### config.mk
export PLATFORM = sky130hd
export DESIGN_NAME = cpl_console
export DESIGN_NICKNAME = d
export VERILOG_FILES = /design/src/cpl_pkg.sv /design/src/cpl_console.sv
export VERILOG_INCLUDE_DIRS = /design/src
export SDC_FILE = /design/constraint.sdc
export NUM_CORES = 1
export LEC_CHECK = 0
export BUFFER_PORTS_ARGS = -buffer_cell sky130_fd_sc_hd__buf_2
export CAP_MARGIN = 15
export CORE_MARGIN = 8
export CORE_UTILIZATION = 58
export CTS_CLUSTER_DIAMETER = 100
export CTS_CLUSTER_SIZE = 16
export DETAILED_ROUTE_END_ITERATION = 10
export MAX_ROUTING_LAYER = met4
export PLACE_DENSITY = 0.82
export SLEW_MARGIN = 20
export SYNTH_ARGS = -nofsm -noshare
export SYNTH_HDL_FRONTEND = slang
export SYNTH_SLANG_ARGS = --single-unit
### constraint.sdc
create_clock -name i_clock -period 4.8 [get_ports i_clock]
set_input_delay 0.48 -clock i_clock [delete_from_list [all_inputs] [get_ports i_clock]]
set_output_delay 0.48 -clock i_clock [all_outputs]
set_load 0.05 [all_outputs]
### src/cpl_cfg.svh
// console panel constants: register offsets, field positions, reset values
`ifndef CPL_CFG_SVH
`define CPL_CFG_SVH

// ****************************************
// register byte offsets
// ****************************************
`define CPL_OFF_DATA_LO 8'h00
`define CPL_OFF_DATA_HI 8'h04
`define CPL_OFF_ADDR 8'h08
`define CPL_OFF_SWITCH 8'h0C
`define CPL_OFF_MI_LO 8'h10
`define CPL_OFF_MI_HI 8'h14
`define CPL_OFF_PI_LAMPS 8'h18
`define CPL_OFF_PI_COND 8'h1C
`define CPL_OFF_STATUS 8'h20

// ****************************************
// field positions
// ****************************************
`define CPL_SW_SENSE 0
`define CPL_SW_PAGE 8
`define CPL_SW_STOPSEL 12
`define CPL_SW_MIDIS 16
`define CPL_PIC_GEN 8
`define CPL_PIC_ON 28
`define CPL_PIL_REQ 8
`define CPL_PIL_ACC 16
`define CPL_PIL_HELD 24
`define CPL_ST_RUN 0
`define CPL_ST_MAN 1
`define CPL_ST_PROG 2
`define CPL_ST_MEMSTOP 3
`define CPL_ST_PF 4
`define CPL_ST_IDLE 5
`define CPL_ST_MODE 8

// ****************************************
// synchronised pin vector layout
// ****************************************
`define CPL_B_DATA 0
`define CPL_B_ADDR 36
`define CPL_B_SENSE 58
`define CPL_B_CTL 64
`define CPL_B_LOCKD 70
`define CPL_B_LOCKC 71
`define CPL_B_FAULT 72
`define CPL_PIN_W 75
`define CPL_K_DCLR 0
`define CPL_K_DLD 1
`define CPL_K_ACLR 2
`define CPL_K_ALD 3
`define CPL_K_STOP 4
`define CPL_K_RESET 5

// ****************************************
// encodings and reset values
// ****************************************
`define CPL_STOP_INSTR 2'h0
`define CPL_STOP_MEMREF 2'h1
`define CPL_STOP_CLOCK 2'h2
`define CPL_PAGE_EXEC 0
`define CPL_PAGE_USER 1
`define CPL_IO_OPC 3'h7
`define CPL_MODE_KERNEL 4'h1
`define CPL_MODE_SUPER 4'h2
`define CPL_MODE_CONCEAL 4'h4
`define CPL_MODE_PUBLIC 4'h8
`define CPL_RST_PAGE 2'h3

`endif

### src/cpl_pkg.sv
// console panel state type
`include "cpl_cfg.svh"
package cpl_pkg;
	typedef struct packed {
		logic [`CPL_PIN_W-1:0] s1;
		logic [`CPL_PIN_W-1:0] s2;
		logic [`CPL_PIN_W-1:0] s3;
		logic [`CPL_PIN_W-1:0] pins;
		logic [35:0] data_sw;
		logic [21:0] addr_sw;
		logic [5:0] sense_sw;
		logic [1:0] page_sw;
		logic [1:0] stop_sel;
		logic mi_dis;
		logic [35:0] mi;
		logic mi_lock;
		logic prog_mark;
		logic mem_mark;
		logic [6:0] pi_en;
		logic [6:0] program_generated_request;
		logic [6:0] bus_req;
		logic [6:0] acc;
		logic [6:0] held;
		logic [2:0] svc;
		logic svc_valid;
		logic interrupt_system_on;
		logic idle;
		logic [3:0] mode;
		logic run;
		logic man_stop;
		logic prog_stop;
		logic mem_stop;
		logic stop_pend;
		logic power_fail;
		logic shutdown;
		logic [17:0] addr_disp;
		logic [17:0] arith;
		logic io_instr;
		logic [6:0] io_dev;
		logic [2:0] io_fn;
		logic ind_lamp;
		logic [3:0] index_lamps;
		logic [31:0] prdata;
		logic pready;
		logic pslverr;
	} cpl_state_t;
endpackage

### src/cpl_console.sv
// console panel logic: switches, indicators, interrupt lamps, stop control
//
// The implementer's own choices: the APB register port and the address map.
`timescale 1ns/1ps
`include "cpl_cfg.svh"
module cpl_console (
	// clock and reset
	input wire logic i_clock,
	input wire logic i_rst,
	// apb slave
	input wire logic i_psel,
	input wire logic i_penable,
	input wire logic i_pwrite,
	input wire logic [7:0] i_paddr,
	input wire logic [31:0] i_pwdata,
	output logic [31:0] o_prdata,
	output logic o_pready,
	output logic o_pslverr,
	// operator pins, asynchronous
	input wire logic [35:0] i_data_buttons,
	input wire logic [21:0] i_addr_buttons,
	input wire logic [5:0] i_sense_buttons,
	input wire logic [5:0] i_key_buttons,
	input wire logic i_lock_data,
	input wire logic i_lock_console,
	input wire logic [2:0] i_fault,
	// processor core
	input wire logic i_start,
	input wire logic i_instr_done,
	input wire logic i_halt_done,
	input wire logic [17:0] i_halt_jump,
	input wire logic [17:0] i_halt_pc,
	input wire logic [17:0] i_ir,
	input wire logic i_mb_ind,
	input wire logic [3:0] i_mb_index,
	input wire logic i_mem_ref,
	input wire logic [21:0] i_mem_addr,
	input wire logic [35:0] i_mem_data,
	input wire logic i_key_mem_ref,
	input wire logic i_user_flag,
	input wire logic i_public_flag,
	input wire logic i_compare_enable,
	input wire logic [6:0] i_bus_request,
	input wire logic [6:0] i_pi_grant,
	input wire logic [6:0] i_pi_dismiss,
	// switch registers
	output logic [35:0] o_data_switches,
	output logic [21:0] o_addr_switches,
	output logic [5:0] o_sense_switches,
	// indicators
	output logic [35:0] o_memory_indicator_row,
	output logic o_program_data_marker,
	output logic o_memory_data_marker,
	output logic o_io_instruction,
	output logic [6:0] o_io_device_code,
	output logic [2:0] o_io_function,
	output logic o_indirect_lamp,
	output logic [3:0] o_index_lamps,
	output logic [3:0] o_mode_lamps,
	// interrupt lamps
	output logic [6:0] o_channel_enabled_lamps,
	output logic [6:0] o_bus_request_lamps,
	output logic [6:0] o_accepted_request_lamps,
	output logic [6:0] o_held_interrupt_lamps,
	output logic [6:0] o_program_generated_request,
	output logic [2:0] o_serviced_channel,
	output logic o_serviced_valid,
	output logic o_interrupt_system_on,
	output logic o_interrupts_idle,
	// run and stop
	output logic o_run,
	output logic o_memory_stop,
	output logic o_manual_stop_indicator,
	output logic o_program_stop_indicator,
	output logic [17:0] o_address_display,
	output logic [17:0] o_arithmetic_register,
	output logic o_power_failure,
	output logic o_power_shutdown
);

	// ****************************************
	// helpers
	// ****************************************
	function automatic logic [2:0] lowest(input logic [6:0] v);
		lowest = 3'h0;
		for (int i = 6; i >= 0; i--) begin
			if (v[i]) begin
				lowest = i[2:0];
			end
		end
	endfunction

	function automatic logic addr_hit(input logic [21:0] a, input logic [21:0] sw,
			input logic [1:0] pg, input logic user, input logic cmp_en);
		logic space_ok;
		space_ok = user ? (pg[`CPL_PAGE_USER] & cmp_en) : pg[`CPL_PAGE_EXEC];
		addr_hit = space_ok && (a == sw);
	endfunction

	// ****************************************
	// state
	// ****************************************
	cpl_pkg::cpl_state_t st;
	cpl_pkg::cpl_state_t next_st;
	logic [`CPL_PIN_W-1:0] raw_pins;
	logic [`CPL_PIN_W-1:0] rise;
	logic [`CPL_PIN_W-1:0] next_pins;
	logic [5:0] keys;
	logic lock_d;
	logic lock_c;
	logic setup;
	logic wr;
	logic hit;
	logic [6:0] new_acc;

	assign raw_pins = {i_fault, i_lock_console, i_lock_data, i_key_buttons, i_sense_buttons,
		i_addr_buttons, i_data_buttons};

	always_comb begin
		next_st = st;
		// three-stage sync; a change counts only once stages two and three agree
		next_st.s1 = raw_pins;
		next_st.s2 = st.s1;
		next_st.s3 = st.s2;
		next_pins = (st.s2 & st.s3) | (st.pins & (st.s2 | st.s3));
		next_st.pins = next_pins;
		rise = next_pins & ~st.pins;
		lock_d = st.pins[`CPL_B_LOCKD];
		lock_c = st.pins[`CPL_B_LOCKC];
		// console lock blocks the control keys; the sense buttons still toggle unless data lock is on
		keys = lock_c ? 6'h00 : rise[`CPL_B_CTL +: 6];
		setup = i_psel && !i_penable;
		wr = i_psel && i_penable && st.pready && i_pwrite;
		hit = i_mem_ref && addr_hit(i_mem_addr, st.addr_sw, st.page_sw, i_user_flag,
			i_compare_enable);

		// ****************************************
		// switch registers
		// ****************************************
		if (!lock_d && !lock_c) begin
			next_st.data_sw = st.data_sw ^ rise[`CPL_B_DATA +: 36];
			if (keys[`CPL_K_DCLR]) begin
				next_st.data_sw = 36'h0;
			end else if (keys[`CPL_K_DLD]) begin
				next_st.data_sw = st.mi;
			end
		end
		if (!lock_d) begin
			next_st.sense_sw = st.sense_sw ^ rise[`CPL_B_SENSE +: 6];
		end
		if (!lock_c) begin
			next_st.addr_sw = st.addr_sw ^ rise[`CPL_B_ADDR +: 22];
		end
		if (keys[`CPL_K_ACLR]) begin
			next_st.addr_sw = 22'h0;
		end else if (keys[`CPL_K_ALD]) begin
			next_st.addr_sw = st.mi[21:0];
		end

		// ****************************************
		// instruction display and lamps
		// ****************************************
		next_st.io_instr = i_ir[17:15] == `CPL_IO_OPC;
		next_st.io_dev = i_ir[14:8];
		next_st.io_fn = i_ir[7:5];
		next_st.ind_lamp = i_mb_ind;
		next_st.index_lamps = i_mb_index;
		unique case ({i_user_flag, i_public_flag})
			2'h0: next_st.mode = `CPL_MODE_KERNEL;
			2'h1: next_st.mode = `CPL_MODE_SUPER;
			2'h2: next_st.mode = `CPL_MODE_CONCEAL;
			2'h3: next_st.mode = `CPL_MODE_PUBLIC;
		endcase

		// ****************************************
		// memory indicators
		// ****************************************
		if (st.run && hit && !st.mi_lock) begin
			next_st.mi = i_mem_data;
			next_st.prog_mark = 1'b0;
		end
		// releases first so a program write in the same cycle relocks
		if (st.mi_dis || i_key_mem_ref || keys[`CPL_K_RESET]) begin
			next_st.mi_lock = 1'b0;
		end
		if (keys[`CPL_K_RESET]) begin
			next_st.prog_mark = 1'b0;
		end

		// ****************************************
		// interrupt channels
		// ****************************************
		next_st.bus_req = i_bus_request;
		new_acc = ((i_bus_request & st.pi_en) | st.program_generated_request) & ~st.held;
		next_st.held = (st.held & ~i_pi_dismiss) | i_pi_grant;
		next_st.acc = (st.acc | new_acc) & ~next_st.held;
		next_st.svc = lowest(next_st.held);
		next_st.svc_valid = next_st.held != 7'h0;
		next_st.idle = (next_st.held == 7'h0) && (next_st.acc == 7'h0);

		// ****************************************
		// power fault
		// ****************************************
		if (st.pins[`CPL_B_FAULT +: 3] != 3'h0) begin
			next_st.shutdown = 1'b1;
		end

		// ****************************************
		// run and stop
		// ****************************************
		if (keys[`CPL_K_STOP]) begin
			next_st.stop_pend = 1'b1;
		end
		if (i_start) begin
			next_st.run = 1'b1;
			next_st.man_stop = 1'b0;
			next_st.prog_stop = 1'b0;
			next_st.mem_stop = 1'b0;
		end
		if (st.stop_pend && st.run) begin
			unique case (st.stop_sel)
				`CPL_STOP_INSTR: begin
					if (i_instr_done) begin
						next_st.run = 1'b0;
						next_st.man_stop = 1'b1;
						next_st.stop_pend = 1'b0;
					end
				end
				`CPL_STOP_MEMREF: begin
					// run stays lit while paused in a reference
					if (hit) begin
						next_st.mem_stop = 1'b1;
						next_st.man_stop = 1'b1;
						next_st.stop_pend = 1'b0;
					end
				end
				default: begin
					next_st.run = 1'b0;
					next_st.man_stop = 1'b1;
					next_st.stop_pend = 1'b0;
				end
			endcase
		end
		if (i_halt_done) begin
			next_st.run = 1'b0;
			next_st.prog_stop = 1'b1;
			next_st.addr_disp = i_halt_jump;
			next_st.arith = i_halt_pc + 18'h1;
		end
		if (keys[`CPL_K_RESET]) begin
			// reset key stops the processor whatever it is doing
			next_st.run = 1'b0;
			next_st.man_stop = 1'b1;
			next_st.mem_stop = 1'b0;
			next_st.stop_pend = 1'b0;
		end

		// ****************************************
		// apb slave, zero wait: pready in first access cycle
		// ****************************************
		next_st.pready = setup;
		next_st.pslverr = 1'b0;
		next_st.prdata = 32'h0;
		if (setup) begin
			unique case (i_paddr)
				`CPL_OFF_DATA_LO: next_st.prdata = st.data_sw[31:0];
				`CPL_OFF_DATA_HI: next_st.prdata = {28'h0, st.data_sw[35:32]};
				`CPL_OFF_ADDR: next_st.prdata = {10'h0, st.addr_sw};
				`CPL_OFF_SWITCH: begin
					next_st.prdata[`CPL_SW_SENSE +: 6] = st.sense_sw;
					next_st.prdata[`CPL_SW_PAGE +: 2] = st.page_sw;
					next_st.prdata[`CPL_SW_STOPSEL +: 2] = st.stop_sel;
					next_st.prdata[`CPL_SW_MIDIS] = st.mi_dis;
				end
				`CPL_OFF_MI_LO: next_st.prdata = st.mi[31:0];
				`CPL_OFF_MI_HI: next_st.prdata = {28'h0, st.mi[35:32]};
				`CPL_OFF_PI_LAMPS: begin
					next_st.prdata[6:0] = st.pi_en;
					next_st.prdata[`CPL_PIL_REQ +: 7] = st.bus_req;
					next_st.prdata[`CPL_PIL_ACC +: 7] = st.acc;
					next_st.prdata[`CPL_PIL_HELD +: 7] = st.held;
				end
				`CPL_OFF_PI_COND: begin
					next_st.prdata[6:0] = st.pi_en;
					next_st.prdata[`CPL_PIC_GEN +: 7] = st.program_generated_request;
					next_st.prdata[`CPL_PIC_ON] = st.interrupt_system_on;
				end
				`CPL_OFF_STATUS: begin
					next_st.prdata[`CPL_ST_RUN] = st.run;
					next_st.prdata[`CPL_ST_MAN] = st.man_stop;
					next_st.prdata[`CPL_ST_PROG] = st.prog_stop;
					next_st.prdata[`CPL_ST_MEMSTOP] = st.mem_stop;
					next_st.prdata[`CPL_ST_PF] = st.power_fail;
					next_st.prdata[`CPL_ST_IDLE] = st.idle;
					next_st.prdata[`CPL_ST_MODE +: 4] = st.mode;
				end
				default: next_st.pslverr = 1'b1;
			endcase
		end
		if (wr) begin
			unique case (i_paddr)
				`CPL_OFF_DATA_LO: next_st.data_sw[31:0] = i_pwdata;
				`CPL_OFF_DATA_HI: next_st.data_sw[35:32] = i_pwdata[3:0];
				`CPL_OFF_ADDR: next_st.addr_sw = i_pwdata[21:0];
				`CPL_OFF_SWITCH: begin
					next_st.sense_sw = i_pwdata[`CPL_SW_SENSE +: 6];
					next_st.page_sw = i_pwdata[`CPL_SW_PAGE +: 2];
					next_st.stop_sel = i_pwdata[`CPL_SW_STOPSEL +: 2];
					next_st.mi_dis = i_pwdata[`CPL_SW_MIDIS];
				end
				`CPL_OFF_MI_LO, `CPL_OFF_MI_HI: begin
					if (i_paddr == `CPL_OFF_MI_LO) begin
						next_st.mi[31:0] = i_pwdata;
					end else begin
						next_st.mi[35:32] = i_pwdata[3:0];
					end
					next_st.mi_lock = 1'b1;
					next_st.prog_mark = 1'b1;
				end
				`CPL_OFF_PI_COND: begin
					next_st.pi_en = i_pwdata[6:0];
					next_st.program_generated_request = i_pwdata[`CPL_PIC_GEN +: 7];
					next_st.interrupt_system_on = i_pwdata[`CPL_PIC_ON];
				end
				default: begin
				end
			endcase
		end
		// write one clears power failure; a fault in the same cycle wins
		next_st.power_fail = (st.power_fail && !(wr && i_paddr == `CPL_OFF_STATUS
			&& i_pwdata[`CPL_ST_PF])) || next_st.shutdown && st.pins[`CPL_B_FAULT +: 3] != 3'h0;
		next_st.shutdown = st.shutdown || st.pins[`CPL_B_FAULT +: 3] != 3'h0;
		next_st.mem_mark = !next_st.prog_mark;
	end

	always_ff @(posedge i_clock) begin
		if (i_rst) begin
			st <= '0;
			st.page_sw <= `CPL_RST_PAGE;
			st.mode <= `CPL_MODE_KERNEL;
			st.mem_mark <= 1'b1;
			st.idle <= 1'b1;
		end else begin
			st <= next_st;
		end
	end

	// ****************************************
	// outputs
	// ****************************************
	assign o_prdata = st.prdata;
	assign o_pready = st.pready;
	assign o_pslverr = st.pslverr;
	assign o_data_switches = st.data_sw;
	assign o_addr_switches = st.addr_sw;
	assign o_sense_switches = st.sense_sw;
	assign o_memory_indicator_row = st.mi;
	assign o_program_data_marker = st.prog_mark;
	assign o_memory_data_marker = st.mem_mark;
	assign o_io_instruction = st.io_instr;
	assign o_io_device_code = st.io_dev;
	assign o_io_function = st.io_fn;
	assign o_indirect_lamp = st.ind_lamp;
	assign o_index_lamps = st.index_lamps;
	assign o_mode_lamps = st.mode;
	assign o_channel_enabled_lamps = st.pi_en;
	assign o_bus_request_lamps = st.bus_req;
	assign o_accepted_request_lamps = st.acc;
	assign o_held_interrupt_lamps = st.held;
	assign o_program_generated_request = st.program_generated_request;
	assign o_serviced_channel = st.svc;
	assign o_serviced_valid = st.svc_valid;
	assign o_interrupt_system_on = st.interrupt_system_on;
	assign o_interrupts_idle = st.idle;
	assign o_run = st.run;
	assign o_memory_stop = st.mem_stop;
	assign o_manual_stop_indicator = st.man_stop;
	assign o_program_stop_indicator = st.prog_stop;
	assign o_address_display = st.addr_disp;
	assign o_arithmetic_register = st.arith;
	assign o_power_failure = st.power_fail;
	assign o_power_shutdown = st.shutdown;

	// ****************************************
	// assertions
	// ****************************************
	property p_halt_stop;
		@(posedge i_clock) disable iff (i_rst)
		i_halt_done && !keys[`CPL_K_RESET] |=> o_program_stop_indicator && !o_run;
	endproperty
	a_halt_stop: assert property (p_halt_stop) else $error("halt did not stop");

	property p_halt_arith;
		@(posedge i_clock) disable iff (i_rst)
		i_halt_done |=> o_arithmetic_register == $past(i_halt_pc) + 18'h1
			&& o_address_display == $past(i_halt_jump);
	endproperty
	a_halt_arith: assert property (p_halt_arith) else $error("halt displays wrong");

	property p_mode_onehot;
		@(posedge i_clock) disable iff (i_rst)
		$onehot(o_mode_lamps);
	endproperty
	a_mode_onehot: assert property (p_mode_onehot) else $error("mode lamps not one-hot");

	property p_fault_power;
		@(posedge i_clock) disable iff (i_rst)
		(i_fault != 3'h0) [*4] |=> ##[0:1] o_power_failure && o_power_shutdown;
	endproperty
	a_fault_power: assert property (p_fault_power) else $error("fault did not shut down");

	property p_held_excl;
		@(posedge i_clock) disable iff (i_rst)
		(o_held_interrupt_lamps & o_accepted_request_lamps) == 7'h0;
	endproperty
	a_held_excl: assert property (p_held_excl) else $error("held and accepted overlap");

	property p_accept_enabled;
		@(posedge i_clock) disable iff (i_rst)
		##1 (o_accepted_request_lamps & ~$past(o_accepted_request_lamps)
			& ~($past(o_channel_enabled_lamps) | $past(o_program_generated_request))) == 7'h0;
	endproperty
	a_accept_enabled: assert property (p_accept_enabled) else $error("disabled accept");

	property p_idle;
		@(posedge i_clock) disable iff (i_rst)
		o_interrupts_idle == (o_held_interrupt_lamps == 7'h0 && o_accepted_request_lamps == 7'h0);
	endproperty
	a_idle: assert property (p_idle) else $error("idle signal wrong");

	property p_reset_key;
		@(posedge i_clock) disable iff (i_rst)
		keys[`CPL_K_RESET] |=> !o_run && o_manual_stop_indicator;
	endproperty
	a_reset_key: assert property (p_reset_key) else $error("reset key did not stop");

	property p_service;
		@(posedge i_clock) disable iff (i_rst)
		o_serviced_valid |-> o_held_interrupt_lamps[o_serviced_channel]
			&& (o_held_interrupt_lamps & ((7'h1 << o_serviced_channel) - 7'h1)) == 7'h0;
	endproperty
	a_service: assert property (p_service) else $error("serviced channel not lowest");
endmodule

==> results of run 1 <==
## Yosys cell counts (11+ instances only)
library cell,n,share of area
a211oi_1,95,0.032
a21o_1,38,0.013
a21oi_1,180,0.040
a222oi_1,11,0.0049
a22oi_1,33,0.011
buf_2,20,0.0045
buf_4,231,0.078
clkbuf_1,93,0.016
dfxtp_1,546,0.49
inv_1,12,0.0020
mux2i_1,94,0.042
nand2_1,132,0.022
nand3_1,13,0.0029
nand3b_1,38,0.013
nor2_1,291,0.049
nor2b_1,252,0.071
nor3_1,102,0.023
o21ai_0,93,0.021
xnor2_1,47,0.018
xor2_1,14,0.0055
## worst max-delay path by stage
stage / startpoint / to / cells past startpoint
after floorplan: i_mem_addr[10] / o_memory_indicator_row[6] / 8
after global placement: lock_c / o_data_switches[32] / 8
after detailed placement: lock_c / o_data_switches[9] / 8
after CTS: lock_c / o_data_switches[1] / 8
after global routing: lock_c / o_data_switches[1] / 8
final: lock_c / o_data_switches[1] / 8
## critical path: stages (launching register included)
cell and delay (ns):
dfxtp_1 0.32, buf_4 0.38, or2_2 0.90, o21bai_4 0.27, buf_4 0.51, nor2_8 0.27
a21o_1 0.25, a211oi_1 0.28, nor3_1 0.11
## metal layers
layer  vias to the layer above  share of wire  track usage
met5                         -              0            -
met4                         0          0.050        0.161
met3                       191          0.094       0.0619
met2                      1003           0.48        0.542
met1                      8701           0.38        0.390
li1                       8538              -            -
## registers in the layout, indices dropped and copies added (netlist names), 3 cells and up
| name | flops |
|---|---|
| next_st | 150 |
| o_accepted_request_lamps | 7 |
| o_addr_switches | 22 |
| o_address_display | 18 |
| o_arithmetic_register | 18 |
| o_bus_request_lamps | 7 |
| o_channel_enabled_lamps | 7 |
| o_data_switches | 36 |
| o_held_interrupt_lamps | 7 |
| o_index_lamps | 4 |
| o_io_device_code | 7 |
| o_io_function | 3 |
| o_memory_indicator_row | 36 |
| o_mode_lamps | 4 |
| o_prdata | 32 |
| o_program_generated_request | 7 |
| o_sense_switches | 6 |
| o_serviced_channel | 3 |
| st | 155 |
## cell families after synthesis
logic type / Yosys count
DFF: 546
adders and majority gates: 1
xor gates and xnor gates: 61
and+or+nand+nor: 897
muxes: 96
AOI/OAI and AO/OA: 483
buffers and inverters: 371
## cell type report
| cell class | instances | share of cell area |
|---|---|---|
| flip-flops and latches | 546 | 0.446 |
| multi-input cells | 1538 | 0.373 |
| repair buffers | 516 | 0.108 |
| clock buffers | 41 | 0.0419 |
| well taps | 518 | 0.0265 |
| inverters | 12 | 0.00184 |
| clock inverters | 3 | 0.00138 |
| diodes | 10 | 0.00102 |
## power groups by stage
stage | Sequential, mW | Combinational [mW] | Clock, mW
after floorplan | 4.81 | 0.445 | 0
after global placement | 4.82 | 0.647 | 0
after detailed placement | 4.83 | 0.659 | 0
after CTS | 4.72 | 0.661 | 3.14
after global routing | 4.74 | 0.701 | 3.30
final | 4.73 | 0.663 | 3.09
## per-stage QoR
stage	setup WS [ns]	area (sq um)	utilization	total power, mW
after CTS	1.34	24500	0.638	8.52
after global routing	1.22	24500	0.638	8.74
final	1.26	24500	0.638	8.48
after detailed placement	1.37	23400	0.610	5.49
after global placement	1.42	23400	0.610	5.47
after floorplan	2.81	22400	-	5.26
==> impl_metrics.yaml, run 1 <==
status:
  status: "finished, final reports clean"
synth:
  synth_fa_ha_area_frac: 0.000560
  synth_simple_gate_area_frac: 0.205
  yosys_warnings: 0
  synth-xor-area-share: 0.0239
  ys_async_sr_fraction: 0
  synth-seq-area-share: 0.489
  synth_ff_type: "dfxtp_1"
  synth-edff-count: 0
  synth_top_family_by_area: "simple AND/OR/NAND/NOR gates"
  synth_area_sq_mm: 0.0224
  yosysUniqueCellTypes: 59
  syn_nets: 2722
  synth_cells: 2455
  syn_area_per_cell_sq_um: 9.10
  synthMuxAreaShare: 0.0431
  synth_compound_area_frac: 0.134
  synth_seq_cells: 546
floorplanning:
  start_util: 0.582
  core_sq_mm: 0.0384
  num_io_pins: 505
  die_x_um: 212
  die-area_sq_mm: 0.0451
  rows: 72
  die_h_um: 212
detailed_routing:
  drcViolationCount: 0
  final_antenna_net_count: 0
  via_per_inst: 5.79
  detail_route.iter0.violations: 2077
  dr.pass1.iters: 5
  vias: 18400
  wirelength_um: 75800
  wl_per_cell_um: 23.8
finish:
  drive_above_1_share: 0.219
  nets: 2921
  nFillCells: 3234
  final_common_cell: "dfxtp_1"
  area_growth_pct: 9.61
  final-instance-count-excl-fill: 3184
  final_cell_mix: "546 x dfxtp_1, 497 x buf_2, 290 x nor2_1"
  seqCellArea_sq_mm: 0.0109
  multi_input_area_sq_mm: 0.00914
pwr:
  p_sw_mw: 2.08
  vdd_drop_max_uv: 266
  p_int_mw: 6.40
  pwr-share-clk: 0.364
  power_density_mw_per_mm2: 346
  power_frac_comb: 0.078
  seqPwrFrac: 0.557
  p_leak_nw: 10.4
  power_switching_share: 0.245
global_route:
  antenna_found_initial: 15
  grt_usage: 0.331
  gr-total-overflow: 0
  grt_pass1_vias: 17600
  grt_max_degree: 212
  grt_pass1_wl_um: 109000
cts:
  cts_resized: 0
  cts_setup_buffers: 0
  ctsHoldBuffers: 0
  h-tree-depth: 2
  clkTransAtPathRegs_ns: 0.07
  tritoncts.num_buffers: 40
  cts_buffer_depth: 3
  cts-root-buf: "clkbuf_16"
  cts.sinks: 546
  clock_latency_ns: 0.59
  cts_tree: "yes"
placement:
  dp_cells: 3130
  routabilityCongestion: 0.969
  io_buffers: 499
  hpwl_um: 55600
setup_path:
  timing.rr.end: "o_data_switches[1]"
  start_kind: "flip-flop"
  crit_arrival_ns: 3.96
  crit_fanout: 37
  rr_worst_depth: 8
  required_ns: 5.22
  r2r_slack_ns: 1.26
  endpoint_kind: "flip-flop"
  r2r_start: "lock_c"
  path_class: "flip-flop to flip-flop"
timing:
  tightest_slew_ns: 1.10
  slew_violations: 0
  slew_headroom: 0.264
  fin_crit_ns: 3.54
  finalHoldViolCount: 0
  hold_ws_ns: 0.111
  fin_skew_ns: 0.0305
  fmaxAchievable_mhz: 283
  fin_setup_tns_ns: 0
  post-route-period-util: 0.737
  finalSetupViolCount: 0
  rsz0062_at_grt: "false"
worst_hold_path:
  min-delay-start: "i_data_buttons[9]"
  worstHoldPathType: "primary input to flip-flop"
  min_path_cells: 2
  holdPathEnd: "next_st[405]"
run:
  drv_cap: 0
Note: power is estimated with default switching activity, not from simulation.
==> run 2: changes to the inputs <==
- CORE_UTILIZATION: 58 -> 54
- PLACE_DENSITY: 0.82 -> 0.77
- clock period: 4.8 -> 3.5 ns (I/O delays scaled with it)
==> run 2 against run 1 <==
Compared with the run above: design area rose by 4.5%; non-clock buffer count rose by 109; sequential power increased by 37%; sequential share of layout area down 1.9 points; global-route usage fell by 2.0 points; count of clock-buffer cells in the layout is 1 lower.
==> impl_metrics.yaml, run 2 (same netlist as run 1, synthesis figures left out) <==
status:
  status: "finished, final reports clean"
timing:
  fin_crit_ns: 2.57
  finalSetupViolCount: 0
  fmaxAchievable_mhz: 390
  slew_violations: 0
  tightest_slew_ns: 1.01
  post-route-period-util: 0.733
  hold_ws_ns: 0.0228
  fin_setup_tns_ns: 0
  finalHoldViolCount: 0
  slew_headroom: 0.319
  fin_skew_ns: 0.0247
  rsz0062_at_grt: "false"
setup_path:
  r2r_start: "lock_c"
  crit_fanout: 42
  path_class: "flip-flop to flip-flop"
  crit_arrival_ns: 3.01
  required_ns: 3.94
  endpoint_kind: "flip-flop"
  start_kind: "flip-flop"
  startpoint: "lock_c"
  r2r_slack_ns: 0.93
  rr_worst_depth: 8
  timing.rr.end: "o_data_switches[3]"
finish:
  final_cell_mix: "546 x dfxtp_1, 497 x buf_2, 290 x nor2_1"
  multi_input_area_sq_mm: 0.00915
  fin_area_sq_mm: 0.0256
  fin_util: 0.627
  nFillCells: 3392
  area_growth_pct: 14.6
  drive_above_1_share: 0.216
  nets: 3030
  seqCellArea_sq_mm: 0.0109
  final_common_cell: "dfxtp_1"
  top_register: "st"
  largest_reg_flops: 155
worst_hold_path:
  min_path_cells: 2
  worstHoldPathType: "primary input to flip-flop"
  min-delay-start: "i_data_buttons[16]"
  holdPathEnd: "next_st[412]"
placement:
  io_buffers: 499
  post_dp_cell_area_sq_mm: 0.0236
  hpwl_um: 55500
  routabilityCongestion: 0.941
cts:
  tritoncts.num_buffers: 40
  clkTransAtPathRegs_ns: 0.08
  h-tree-depth: 2
  cts_buffer_depth: 3
  clock_latency_ns: 0.59
  cts.sinks: 546
  cts_resized: 0
  cts_tree: "yes"
  cts-root-buf: "clkbuf_16"
detailed_routing:
  wirelength_um: 76200
  wl_per_cell_um: 23.0
  final_antenna_net_count: 0
  met2_length_um: 35800
  via_per_inst: 5.69
  dr.pass1.iters: 7
  top_layer: "met4"
  drcViolationCount: 0
  route.met3.wl_um: 7170
  vias: 18800
  wl_met1_um: 29200
  detail_route.iter0.violations: 2050
global_route:
  grt_pass1_vias: 18200
  grt_max_degree: 122
  grt_pass1_wl_um: 111000
  gr-total-overflow: 0
  antenna_found_initial: 15
  grt_usage: 0.311
floorplanning:
  die_h_um: 219
  start_util: 0.547
  rows: 74
  die-area_sq_mm: 0.0482
  num_io_pins: 505
  die_x_um: 219
  core_sq_mm: 0.0408
run:
  drv_cap: 0
pwr:
  p_leak_nw: 10.9
  power_density_mw_per_mm2: 457
  vdd_drop_max_uv: 368
## run 2: layer usage
metal / up-vias / track usage
met5: - / -
met2: 1031 / 0.508
met4: 0 / 0.147
met1: 8850 / 0.369
met3: 203 / 0.0562
li1: 8749 / -
## run 2: worst max path at each step
| stage | cells after the start | endpoint | slack, ns |
|---|---|---|---|
| finish | 8 | o_data_switches[3] | 0.93 |
| global placement | 8 | o_data_switches[7] | 0.89 |
| CTS | 8 | o_data_switches[4] | 0.97 |
| global route | 8 | o_data_switches[19] | 0.74 |
| floorplan | 6 | o_memory_indicator_row[4] | 1.53 |
| detailed placement | 8 | o_data_switches[3] | 0.79 |
## run 2: what timing repair did
action                                  CTS  global route
hold buffers                             94             0
setup buffers                             0             0
endpoints found under the hold margin    94             0
endpoints found under the setup margin    0             0
## run 2: power breakdown
group          switching [mW]  total [mW]  internal [mW]
Combinational           0.620       0.999          0.379
Sequential              0.103        6.48           6.38
Clock                    2.17        4.23           2.06
## run 2: layout make-up
cell class | count | area share
Antenna cell | 12 | 0.00117
Sequential cell | 546 | 0.427
Tap cell | 532 | 0.0260
Multi-Input combinational cell | 1538 | 0.357
Clock buffer | 40 | 0.0391
Inverter | 12 | 0.00176
Timing Repair Buffer | 625 | 0.146
Clock inverter | 4 | 0.00254
## run 2: critical path, cell delays in order (launching register included)
cell and delay (ns):
dfxtp_1 0.39, buf_4 0.29, nor4bb_4 0.55, buf_4 0.51, nor3_1 0.13, a21oi_1 0.16
nor2_1 0.06, a211oi_1 0.24, nor3_1 0.08
## run 2: per-stage QoR
step	power, mW	setup WS (ns)	std cells
6_report	11.7	0.934	3309
5_1_grt	12.1	0.742	3307
4_1_cts	11.8	0.967	3297
3_5_place_dp	7.53	0.794	3159
3_3_place_gp	7.50	0.890	3159
2_1_floorplan	7.21	1.53	2455
